--- src/nvm_access_pkg.sv ---
// constants for the nonvolatile memory access control block
// assumes a core that reaches its special-function registers by a select and strobes
package nvm_access_pkg;
	localparam int          DATA_W         = 8;
	localparam int          PTR_W          = 22;
	// register selects on the special-function port
	localparam logic [1:0]  SEL_CONTROL    = 2'h0;
	localparam logic [1:0]  SEL_UNLOCK     = 2'h1;
	localparam logic [1:0]  SEL_LATCH      = 2'h2;
	// control register field positions
	localparam int          BIT_PROG_SEL   = 7;
	localparam int          BIT_CFG_SEL    = 6;
	localparam int          BIT_UNUSED     = 5;
	localparam int          BIT_ROW_ERASE  = 4;
	localparam int          BIT_WR_ERROR   = 3;
	localparam int          BIT_PERMIT     = 2;
	localparam int          BIT_WR_START   = 1;
	localparam int          BIT_RD_START   = 0;
	// unlock keys
	localparam logic [7:0]  UNLOCK_KEY1    = 8'h55;
	localparam logic [7:0]  UNLOCK_KEY2    = 8'hAA;
	// table pointer block boundaries
	localparam int          ERASE_LSB      = 6;
	localparam int          WRITE_LSB      = 3;
	localparam logic [7:0]  ZERO_BYTE      = 8'h00;
	// memory targets
	typedef enum logic [1:0] {
		TARGET_EEPROM,
		TARGET_PROGRAM,
		TARGET_CONFIG
	} target_e;
endpackage

--- src/nvm_access_control.sv ---
// control logic for self-programming of on-chip nonvolatile memory
// assumes the core drives register select, write and read strobes in its clock domain,
// and that the memory array reports the end of a self-timed cycle on cycle_done_in
//
// the block keeps the access control register, the phantom unlock port and the table
// data latch; the array, its programming timer and the pointer arithmetic live elsewhere
//
// a launch takes its target, erase choice and block base from the value written with the
// start bit and from the pointer in that same cycle; they hold until the cycle ends, so
// software may reload the pointer while the array works
//
// limitation: the error flag powers up clear, because a reset that cuts a cycle short
// cannot be told apart from a cold start inside this block
`timescale 1ns/1ps
module nvm_access_control
	import nvm_access_pkg::*;
#(
	parameter int PTR_WIDTH = PTR_W
)
(
	input  wire logic                 clk_in,
	input  wire logic                 rst_in,
	// special-function register port
	input  wire logic [1:0]           reg_sel_in,
	input  wire logic                 reg_wr_in,
	input  wire logic                 reg_rd_in,
	input  wire logic [DATA_W-1:0]    reg_wdata_in,
	output logic      [DATA_W-1:0]    reg_rdata_out,
	// table operations from the core
	input  wire logic [PTR_WIDTH-1:0] table_pointer_in,
	input  wire logic                 table_read_op_in,
	input  wire logic                 table_write_op_in,
	input  wire logic [DATA_W-1:0]    prog_rdata_in,
	// interrupt flag clear by software
	input  wire logic                 irq_flag_clear_in,
	// memory array side
	input  wire logic                 cycle_done_in,
	input  wire logic [DATA_W-1:0]    eeprom_rdata_in,
	output logic                      cycle_start_out,
	output logic                      cycle_erase_out,
	output logic                      cycle_busy_out,
	output logic      [1:0]           cycle_target_out,
	output logic      [PTR_WIDTH-1:0] cycle_addr_out,
	output logic                      hold_wr_out,
	output logic      [2:0]           hold_index_out,
	output logic      [DATA_W-1:0]    hold_wdata_out,
	output logic                      eeprom_rd_out,
	output logic                      write_done_irq_flag_out
);
	// one cycle at a time: a write holds the block until done, a read lasts one clock
	typedef enum logic [1:0] {
		ST_IDLE,
		ST_WRITING,
		ST_READING
	} phase_e;

	typedef struct packed {
		phase_e                  phase;
		// control register fields
		logic                    program_space_select;
		logic                    config_space_select;
		logic                    row_erase;
		logic                    write_error_flag;
		logic                    write_permit;
		logic                    write_start;
		logic                    read_start;
		// table latch and registered read data
		logic [DATA_W-1:0]       table_data_latch;
		logic [DATA_W-1:0]       rdata;
		// strobes and qualifiers toward the array
		logic                    cycle_start;
		logic                    cycle_erase;
		logic [1:0]              cycle_target;
		logic [PTR_WIDTH-1:0]    cycle_addr;
		logic                    hold_wr;
		logic [2:0]              hold_index;
		logic [DATA_W-1:0]       hold_wdata;
		logic                    eeprom_rd;
		// write-done interrupt flag
		logic                    irq_flag;
	} ctrl_s;

	ctrl_s state_reg;
	ctrl_s state_next;
	logic  armed;
	logic  unlock_wr;
	logic  other_wr;
	logic  launch;
	// decoded strobes shared by the start logic, the latch and the interrupt flag
	logic  ctrl_wr;
	logic  latch_wr;
	logic  cycle_end;

	// pick the memory a new operation goes to
	function automatic logic [1:0] pick_target(input logic prog_sel, input logic cfg_sel);
		target_e t;
		t = TARGET_EEPROM;
		if (cfg_sel) begin
			t = TARGET_CONFIG;
		end else if (prog_sel) begin
			t = TARGET_PROGRAM;
		end
		return 2'(t);
	endfunction

	// assemble the control register image, unused bit forced low
	function automatic logic [DATA_W-1:0] control_image(input ctrl_s s);
		logic [DATA_W-1:0] v;
		v                = ZERO_BYTE;
		v[BIT_PROG_SEL]  = s.program_space_select;
		v[BIT_CFG_SEL]   = s.config_space_select;
		v[BIT_UNUSED]    = 1'b0;
		v[BIT_ROW_ERASE] = s.row_erase;
		v[BIT_WR_ERROR]  = s.write_error_flag;
		v[BIT_PERMIT]    = s.write_permit;
		v[BIT_WR_START]  = s.write_start;
		v[BIT_RD_START]  = s.read_start;
		return v;
	endfunction

	// decode a write strobe aimed at one register select
	function automatic logic write_hit(input logic wr, input logic [1:0] sel,
		input logic [1:0] want);
		return wr && (sel == want);
	endfunction

	// base address of the block a cycle works on; erase blocks are coarser than write
	// blocks, and the low pointer bits are dropped so the array never sees a misaligned
	// base even when software leaves the pointer in the middle of a block
	function automatic logic [PTR_WIDTH-1:0] block_base(input logic [PTR_WIDTH-1:0] ptr,
		input logic erase);
		logic [PTR_WIDTH-1:0] a;
		a = ptr;
		if (erase) begin
			a[ERASE_LSB-1:0] = '0;
		end else begin
			a[WRITE_LSB-1:0] = '0;
		end
		return a;
	endfunction

	// read data for one register select; the unlock port and the spare select hold nothing
	function automatic logic [DATA_W-1:0] read_mux(input logic [1:0] sel, input ctrl_s s);
		logic [DATA_W-1:0] d;
		d = ZERO_BYTE;
		case (sel)
			SEL_CONTROL: d = control_image(s);
			SEL_LATCH:   d = s.table_data_latch;
			SEL_UNLOCK:  d = ZERO_BYTE;
			default:     d = ZERO_BYTE;
		endcase
		return d;
	endfunction

	assign unlock_wr = write_hit(reg_wr_in, reg_sel_in, SEL_UNLOCK);
	assign other_wr  = reg_wr_in && !unlock_wr;
	assign ctrl_wr   = write_hit(reg_wr_in, reg_sel_in, SEL_CONTROL);
	assign latch_wr  = write_hit(reg_wr_in, reg_sel_in, SEL_LATCH);
	// only a running write can end; a stray done pulse from the array is ignored
	assign cycle_end = (state_reg.phase == ST_WRITING) && cycle_done_in;
	// launch consumes the unlock whether or not it succeeds; none while a cycle runs
	assign launch    = ctrl_wr && reg_wdata_in[BIT_WR_START] && (state_reg.phase == ST_IDLE);

	// the tracker sees writes other than the launch itself as a break in the sequence
	unlock_tracker u_unlock (
		.clk_in       (clk_in),
		.rst_in       (rst_in),
		.unlock_wr_in (unlock_wr),
		.other_wr_in  (other_wr && !launch),
		.wr_data_in   (reg_wdata_in),
		.consume_in   (launch),
		.armed_out    (armed)
	);

	// next state of the whole block
	always_comb begin
		state_next             = state_reg;
		state_next.cycle_start = 1'b0;
		state_next.hold_wr     = 1'b0;
		state_next.eeprom_rd   = 1'b0;

		// control register write; selects frozen during a cycle to keep the target stable
		if (ctrl_wr && state_reg.phase == ST_IDLE) begin
			state_next.program_space_select = reg_wdata_in[BIT_PROG_SEL];
			state_next.config_space_select  = reg_wdata_in[BIT_CFG_SEL];
			state_next.row_erase            = reg_wdata_in[BIT_ROW_ERASE];
			state_next.write_permit         = reg_wdata_in[BIT_PERMIT];
			state_next.write_error_flag     = reg_wdata_in[BIT_WR_ERROR];
			// a start attempt always flags the error bit; a clean completion or a non-start control write with it low clears it
			if (launch) begin
				state_next.write_error_flag = 1'b1;
				state_next.cycle_target = pick_target(reg_wdata_in[BIT_PROG_SEL],
					reg_wdata_in[BIT_CFG_SEL]);
				// refused launch keeps the flag set as an improper attempt
				if (armed && reg_wdata_in[BIT_PERMIT]) begin
					state_next.write_start = 1'b1;
					state_next.cycle_start = 1'b1;
					state_next.cycle_erase = reg_wdata_in[BIT_ROW_ERASE];
					state_next.phase       = ST_WRITING;
					state_next.cycle_addr  = block_base(table_pointer_in,
						reg_wdata_in[BIT_ROW_ERASE]);
				end
			end else if (reg_wdata_in[BIT_RD_START] && !reg_wdata_in[BIT_PROG_SEL]
				&& !reg_wdata_in[BIT_CFG_SEL]) begin
				state_next.read_start = 1'b1;
				state_next.eeprom_rd  = 1'b1;
				state_next.phase      = ST_READING;
			end
			// written zeros to the start bits are ignored by keeping the old values above
		end

		case (state_reg.phase)
			ST_IDLE: begin
				// nothing runs; control writes are taken above
			end
			ST_WRITING: begin
				if (cycle_end) begin
					state_next.write_start      = 1'b0;
					state_next.write_error_flag = 1'b0;
					state_next.phase            = ST_IDLE;
					state_next.irq_flag         = 1'b1;
					if (state_reg.cycle_erase) begin
						state_next.row_erase = 1'b0;
					end
					// selects are left alone so a failed target stays traceable
				end
			end
			ST_READING: begin
				// one-cycle read: data lands in the latch and the strobe clears
				state_next.read_start       = 1'b0;
				state_next.table_data_latch = eeprom_rdata_in;
				state_next.phase            = ST_IDLE;
			end
			default: begin
				state_next.phase = ST_IDLE;
			end
		endcase

		// software clear loses to a completion in the same cycle
		if (irq_flag_clear_in && !cycle_end) begin
			state_next.irq_flag = 1'b0;
		end

		// table latch: software write, table read fills it, table write drains it
		if (latch_wr) begin
			state_next.table_data_latch = reg_wdata_in;
		end
		if (table_read_op_in) begin
			state_next.table_data_latch = prog_rdata_in;
		end
		if (table_write_op_in) begin
			state_next.hold_wr    = 1'b1;
			state_next.hold_index = table_pointer_in[WRITE_LSB-1:0];
			state_next.hold_wdata = state_reg.table_data_latch;
		end

		// registered read data
		state_next.rdata = ZERO_BYTE;
		if (reg_rd_in) begin
			state_next.rdata = read_mux(reg_sel_in, state_reg);
		end
	end

	// error flag reset value is left set-safe at zero; a reset mid-cycle cannot be seen here
	// the selects and latch also come up clear; the array must abandon a cycle on reset too
	always_ff @(posedge clk_in or posedge rst_in) begin
		if (rst_in) begin
			state_reg       <= '0;
			state_reg.phase <= ST_IDLE;
		end else begin
			state_reg <= state_next;
		end
	end

	// every output is a register bit, so the array and the core see no decode glitches
	assign reg_rdata_out           = state_reg.rdata;
	assign cycle_start_out         = state_reg.cycle_start;
	assign cycle_erase_out         = state_reg.cycle_erase;
	assign cycle_busy_out          = state_reg.write_start;
	assign cycle_target_out        = state_reg.cycle_target;
	assign cycle_addr_out          = state_reg.cycle_addr;
	assign hold_wr_out             = state_reg.hold_wr;
	assign hold_index_out          = state_reg.hold_index;
	assign hold_wdata_out          = state_reg.hold_wdata;
	assign eeprom_rd_out           = state_reg.eeprom_rd;
	assign write_done_irq_flag_out = state_reg.irq_flag;
endmodule

--- src/unlock_tracker.sv ---
// unlock sequence tracker: arms after the two keys written back to back
// assumes writes to the unlock port arrive as single-cycle strobes
`timescale 1ns/1ps
module unlock_tracker
	import nvm_access_pkg::*;
(
	input  wire logic              clk_in,
	input  wire logic              rst_in,
	input  wire logic              unlock_wr_in,
	input  wire logic              other_wr_in,
	input  wire logic [DATA_W-1:0] wr_data_in,
	input  wire logic              consume_in,
	output logic                   armed_out
);
	typedef struct packed {
		logic key1_seen;
		logic armed;
	} tracker_s;

	tracker_s state_reg;
	tracker_s state_next;

	// any other register write between the keys breaks the sequence
	always_comb begin
		state_next = state_reg;
		if (unlock_wr_in) begin
			state_next.armed     = state_reg.key1_seen && (wr_data_in == UNLOCK_KEY2);
			state_next.key1_seen = (wr_data_in == UNLOCK_KEY1);
		end else if (other_wr_in || consume_in) begin
			state_next.key1_seen = 1'b0;
			if (consume_in) begin
				state_next.armed = 1'b0;
			end
		end
	end

	always_ff @(posedge clk_in or posedge rst_in) begin
		if (rst_in) begin
			state_reg <= '0;
		end else begin
			state_reg <= state_next;
		end
	end

	assign armed_out = state_reg.armed;
endmodule

--- config.mk ---
export PLATFORM = sky130hd
export DESIGN_NAME = nvm_access_control
export DESIGN_NICKNAME = d
export VERILOG_FILES = /design/src/nvm_access_pkg.sv /design/src/nvm_access_control.sv /design/src/unlock_tracker.sv
export SDC_FILE = /design/constraint.sdc
export NUM_CORES = 1
export LEC_CHECK = 0
export BUFFER_PORTS_ARGS = -buffer_cell sky130_fd_sc_hd__buf_4
export CAP_MARGIN = 20
export CORE_MARGIN = 2
export CORE_UTILIZATION = 25
export DETAILED_ROUTE_END_ITERATION = 6
export SLEW_MARGIN = 20
export SYNTH_ARGS = -nofsm -noshare
export SYNTH_HDL_FRONTEND = slang
export SYNTH_SLANG_ARGS = --single-unit
--- constraint.sdc ---
create_clock -name clk_in -period 2.39 [get_ports clk_in]
set_input_delay 0.3585 -clock clk_in [delete_from_list [all_inputs] [get_ports clk_in]]
set_output_delay 0.3585 -clock clk_in [all_outputs]
set_load 0.01 [all_outputs]
After elaboration in Yosys (flattened, before gate mapping)
Index checks and enable logic that the tools add are counted.
{"block": "totals", "register_bits": 64, "latchBits": 0, "ram_bits": 0, "mem_bits_ro": 0, "in_bits": 56, "out_inout_bits": 49, "wordCells": 100, "mem_count": 0}
{"block": "op_classes", "n_addsub": 0, "multipliers": 0, "div": 0, "n_lt_le_gt_ge": 0, "eq_ne": 7, "shifts": 0, "muxes": 38, "bitwise_logic": 0, "n_reduce_logical": 34}
{"op": "26-bit two-way mux", "count": 2}
{"op": "8-bit two-way mux", "count": 3}
{"op": "22-bit two-way mux", "count": 1}
{"op": "2-bit two-way mux", "count": 10}
{"op": "9-bit two-way mux", "count": 2}
{"op": "1-bit two-way mux", "count": 16}
{"op": "8-bit one-hot mux with 2 select lines", "count": 1}
{"op": "1-bit logical AND", "count": 14}
{"op": "12-bit two-way mux", "count": 1}
{"op": "2-bit nonzero test", "count": 6}
{"op": "8-bit by 7-bit equality test with 1-bit output (second input constant)", "count": 1}
{"op": "8-bit equality test (second input constant)", "count": 1}
{"op": "2-bit AND reduction", "count": 3}
{"op": "3-bit AND reduction", "count": 2}
{"op": "1-bit zero test", "count": 5}
{"op": "2-bit by 1-bit equality test with 1-bit output (second input constant)", "count": 2}
{"op": "2-bit equality test (second input constant)", "count": 2}
{"op": "2-bit zero test", "count": 2}
{"op": "2-bit one-hot mux with 2 select lines", "count": 1}
{"op": "3-bit two-way mux", "count": 1}
{"op": "3-bit nonzero test", "count": 1}
{"op": "2-bit by 1-bit != test with 1-bit output (second input constant)", "count": 1}
{"op": "1-bit logical OR", "count": 1}

Longest topological paths before layout
{"block": "logic_depth", "ltp_word": 9, "mapped_depth": 5}

Modules after synthesis
From an unflattened synthesis, not the netlist that was laid out.
{"block": "hier_totals", "cells_unflattened": 267, "area_unflattened_um2": 3129.3}
{"mod": "nvm_access_control", "n_inst": 1, "cells_each": 254, "area_each_um2": 2992.9, "seq_area_each_um2": 1551.5}
{"mod": "unlock_tracker", "n_inst": 1, "cells_each": 13, "area_each_um2": 136.4, "seq_area_each_um2": 50.0}

Worst setup path after synthesis
Ideal clock, no wire load.
{"block": "synth_timing", "path_kind": "register to register", "from": "reg state_reg[64] in the netlist's numbering", "to": "reg state_reg (netlist bit cycle_addr_out[16])", "setup_ns": 0.125, "arrival_time_ns": 1.669, "t_required_ns": 2.265, "slack_ns": 0.596, "path_stages_with_launch": 6, "path_buffers": 2, "path_cell_list": "dfrtp_1 > or4b_1 > buf_2 > nor2_4 > buf_6 > mux2_2"}
{"block": "synth_between", "elab_chain_len": 3, "word_cells_on_any_way": 4, "classes_between": "reduce/logical: 4"}
{"item": "from (decl)", "line": "nvm_access_control.sv:83", "rtl": "ctrl_s state_reg;"}
{"item": "from (signal assigned)", "line": "nvm_access_control.sv:271", "rtl": "state_reg <= state_next;"}
{"item": "2-bit zero test *", "line": "nvm_access_control.sv:162, nvm_access_control.sv:183"}
{"item": "1-bit logical AND, on equally long branches", "line": "nvm_access_control.sv:162, nvm_access_control.sv:183"}
{"item": "3-bit AND reduction (no source line) *"}
Every way passes the cells marked *; elsewhere a longest branch is shown, timed or not.
A chain may end at the register's enable or synchronous reset.

Worst setup path in the final report
{"block": "layout_timing", "from": "reg state_reg[64] in the netlist's numbering", "to": "reg state_reg (netlist bit cycle_addr_out[19])"}
Same word-level chain as after synthesis.

==> results by stage <==
Status:
- The flow ran to the end, and the final reports show no timing, DRC or antenna violations.

Pwr:
- Summed over all cells, the static leakage comes to 1.93 nW.
- The internal power is 0.00207 W.
- In this run the power density over the cells is 687 nW/um2.
- For this design the total switching power over the nets is 0.000646 W.
- The portion of total power attributed to the clock network is 43.2%.
- Across the VDD grid, the largest voltage drop is 0.300 mV.
- Registers are responsible for 44.2% of the overall power.
- The switching share of power is 23.8%.
- The combinational cell fraction of total power is 12.6%.

Clock tree:
- The clock net in this run drives a total of 64 sinks.
- The clock latency on the worst-skew pair is 0.33 ns.
- The post-CTS setup repair buffer count is 0.
- The H-tree was split into 3 levels.
- The quantity of hold-fixing buffers added after cts is 0.
- In this run, post-CTS repair resized a total of 0 instances.
- The tree is rooted in a sky130_fd_sc_hd__clkbuf_16.
- The TritonCTS buffer count is 9.
- The number of buffers between clock root and the deepest sink is 2.
- After clock tree synthesis, the clock-pin slew on the worst setup and hold paths is 0.05 ns.
- TritonCTS built the clock tree.

STA:
- Setup repair after global routing left no endpoint under its margin.
- The final number of max-transition violations was 0.
- The worst clock skew is 0.00683 ns.
- Setup violations remaining at the end of the flow were counted as 0.
- The final critical path takes up 87.3% of the cycle.
- The worst max-slew margin expressed relative to the limit is 51.6%.
- The slew at the pin closest to its max-slew limit is 0.725 ns.
- The count of endpoints failing hold in the final timing report is 0.
- The fmax is 0.479 GHz.
- The setup TNS after final layout is 0 ns.
- The final period demand of the worst path is 2.09 ns.

Cells and area:
- The number of antenna diodes in the final layout is 0.
- The layout has 1,220 filler cells.
- For this run, the post-layout net count is 379.
- The summed area of non-filler cells in the final layout is 3960 um2.
- The fraction of layout cells with a size suffix above 1 is 47.9%.
- Relative to the synthesized area, the layout overhead comes to 28.3%.
- The register with the most flip-flops in the layout has 19 of them.

Die:
- After floorplanning, the core was divided into 40 placement rows.
- The I/O pin total is 105.
- The total die area is 13,200 um2.
- The area of the core is 12,000 um2.
- Measured along the x axis, the die boundary spans 115 um.
- The initial utilization of the core area, before any placement, comes to 25.7%.
- From bottom edge to top edge, the die measures 115 um.

Critical path:
- The depth of the most critical reg-to-reg path is 3.
- The worst flop-to-flop path startpoint is state_reg[64]$_DFF_PP0_.
- The largest fanout on the critical path is 18.
- The startpoint class of the critical path is a flip-flop.
- The endpoint type of the worst setup path is a flip-flop.
- The data required time at the worst endpoint is 2.60 ns.
- The arrival time reported for the critical path endpoint is 2.29 ns.
- The beginning of the critical path is state_reg[64]$_DFF_PP0_.
- The worst setup path is of the flip-flop to flip-flop kind.

Drt:
- Detailed routing inserted a total of 2,090 vias.
- The detail-routed via count per cell is 4.40.
- The first TritonRoute pass finished after 4 iterations.
- The detail route stage leaves a number of antenna-violating nets equal to 0.
- The average detailed-routed wire length per instance is 15.8 um.
- After detailed routing, the number of remaining DRC violations is 0.
- The overall routed net length is 7520 um.
- The number of violations reported at the end of detailed-routing iteration 0 is 64.

Placement:
- The global placer's final weighted congestion is 0.753.
- Once detailed placement completed, the half-perimeter wirelength came to 5490 um.
- The standard cell area after detailed placement is 3690 um2.
- The count of buffers added on input and output ports is 101.

Synthesis:
- The mean instance size in the synthesized netlist is 11.9 um2.
- The most area-hungry cell type in the Yosys netlist is sky130_fd_sc_hd__dfrtp_1.
- The sequential fraction of the synthesis area is 51.9%.
- For this run, the leading register cell type out of synthesis is sky130_fd_sc_hd__dfrtp_1.
- Yosys printed 0 warnings.
- In this run the cell area of the synthesized design comes to 3090 um2.
- By area the synthesized netlist is led by sky130_fd_sc_hd__dfrtp_1, sky130_fd_sc_hd__mux2_2, sky130_fd_sc_hd__buf_4, sky130_fd_sc_hd__mux2i_1, sky130_fd_sc_hd__o311a_1.
- In the synthesized netlist the async set-or-reset flop fraction comes to 100%.
- The synthesis-stage register bit count is 64.
- The synthesized design contains 0 enable-type register cells.
- The count of different cell masters after synthesis is 40.
- The top cell type's share of synthesized area is 51.9%.
- Counting every instance in the synthesized netlist gives 260.

GRT:
- Global routing finished with a remaining overflow of 0.
- The via count of the first global-routing pass came to 2,158.
- The first-pass GRT wire length is 11,700 um.
- Global routing used 11.9% of the available tracks.
- The initial antenna violation count was 0.
- Entering global routing, the biggest net connects 34 pins.

Min path:
- The type of the tightest min-delay check is input pin to async pin.

Run:
- The number of max-capacitance violations reported is 0.
## critical path, cell delays in order (launching register included)
cell	delay [ns]
sky130_fd_sc_hd__dfrtp_1	0.45
sky130_fd_sc_hd__or4b_1	0.61
sky130_fd_sc_hd__nor2_4	0.50
sky130_fd_sc_hd__mux2_2	0.40
## worst paths after layout
path	endpoint	slack (ns)
setup / recovery	cycle_addr_out[19]$_DFFE_PP0P_	0.30
hold / removal	cycle_addr_out[7]$_DFFE_PP0P_	0.16
setup reg to reg	cycle_addr_out[19]$_DFFE_PP0P_	0.30
hold reg to reg	state_reg[56]$_DFFE_PP0P_	0.47
max in group asynchronous	state_reg[50]$_DFFE_PP0P_	1.60
min in group clk_in	write_done_irq_flag_out$_DFFE_PP0P_	0.24
## synthesized netlist by cell type (2+ instances only)
cell type,instances
sky130_fd_sc_hd__buf_2,2
sky130_fd_sc_hd__buf_4,43
sky130_fd_sc_hd__o21ai_0,6
sky130_fd_sc_hd__o21a_1,2
sky130_fd_sc_hd__inv_1,15
sky130_fd_sc_hd__mux2i_1,9
sky130_fd_sc_hd__and3b_1,2
sky130_fd_sc_hd__mux2_2,30
sky130_fd_sc_hd__nor2b_1,3
sky130_fd_sc_hd__buf_6,2
sky130_fd_sc_hd__nand4_1,2
sky130_fd_sc_hd__nor2_1,18
sky130_fd_sc_hd__nand2b_1,3
sky130_fd_sc_hd__clkbuf_1,8
sky130_fd_sc_hd__a32oi_1,7
sky130_fd_sc_hd__o311a_1,7
sky130_fd_sc_hd__nand3b_1,3
sky130_fd_sc_hd__or3_1,7
sky130_fd_sc_hd__nor4bb_1,3
sky130_fd_sc_hd__o41ai_1,3
sky130_fd_sc_hd__mux2_4,2
sky130_fd_sc_hd__nand2_1,2
sky130_fd_sc_hd__dfrtp_1,64
## power by group through the flow
stage	Clock, W	Combinational [W]	Sequential [W]
CTS	0.00122	0.000349	0.00120
global placement	0	0.000344	0.00122
detailed placement	0	0.000349	0.00122
finish	0.00117	0.000343	0.00120
global route	0.00128	0.000377	0.00121
floorplan	0	0.000227	0.00120
## metrics by stage
stage	std cells	hold slack [ns]	total power [W]	util, %	worst slack (ns)
after CTS	475	0.187	0.00277	33.0	0.316
final	475	0.162	0.00272	33.0	0.304
after global placement	459	0.462	0.00156	30.7	0.305
after detailed placement	459	0.466	0.00157	30.7	0.253
after global routing	475	0.224	0.00286	33.0	0.119
after floorplan	262	0.390	0.00143	-	0.433
## layout by cell type (no fill, tap or decap), types with 2 or more instances in the layout
cell type and instances:
sky130_fd_sc_hd__a32oi_1 7, sky130_fd_sc_hd__and3b_1 2, sky130_fd_sc_hd__buf_4 104, sky130_fd_sc_hd__clkbuf_1 2, sky130_fd_sc_hd__clkbuf_16 9, sky130_fd_sc_hd__clkinv_2 4
sky130_fd_sc_hd__conb_1 3, sky130_fd_sc_hd__dfrtp_1 64, sky130_fd_sc_hd__inv_1 14, sky130_fd_sc_hd__mux2_2 30, sky130_fd_sc_hd__mux2_4 2, sky130_fd_sc_hd__mux2i_1 9
sky130_fd_sc_hd__nand2_1 2, sky130_fd_sc_hd__nand2b_1 3, sky130_fd_sc_hd__nand3b_1 3, sky130_fd_sc_hd__nand4_1 2, sky130_fd_sc_hd__nor2_1 18, sky130_fd_sc_hd__nor2b_1 3
sky130_fd_sc_hd__nor4bb_1 3, sky130_fd_sc_hd__o21a_1 2, sky130_fd_sc_hd__o21ai_0 6, sky130_fd_sc_hd__o311a_1 7, sky130_fd_sc_hd__o41ai_1 3, sky130_fd_sc_hd__or3_1 7
## metal layers
layer,global-route usage (%),vias to the layer above,part of all wire (%)
li1,-,994,-
met1,15.8,1014,46
met2,17.3,66,46
met3,4.11,16,5.6
met4,5.94,0,2.8
met5,0,-,0
## kinds of logic after synthesis
logic type             share of synthesized area [%]
and+or+nand+nor                                 10.5
AOI/OAI and AO/OA                               8.35
buffers and inverters                           14.3
muxes                                           14.8
DFF                                             51.9
other                                          0.122
## layout make-up
class                      count  area (um2)  share of cell area (%)
timing repair buffer         105         801                    20.2
inverter                      15        56.3                    1.42
clock buffer                  12         246                    6.23
clock inverter                 4        20.0                   0.506
tap                          147         184                    4.65
multi-input combinational    128        1050                    26.5
sequential                    64        1600                    40.5
Power figures use the tool's default switching activity.
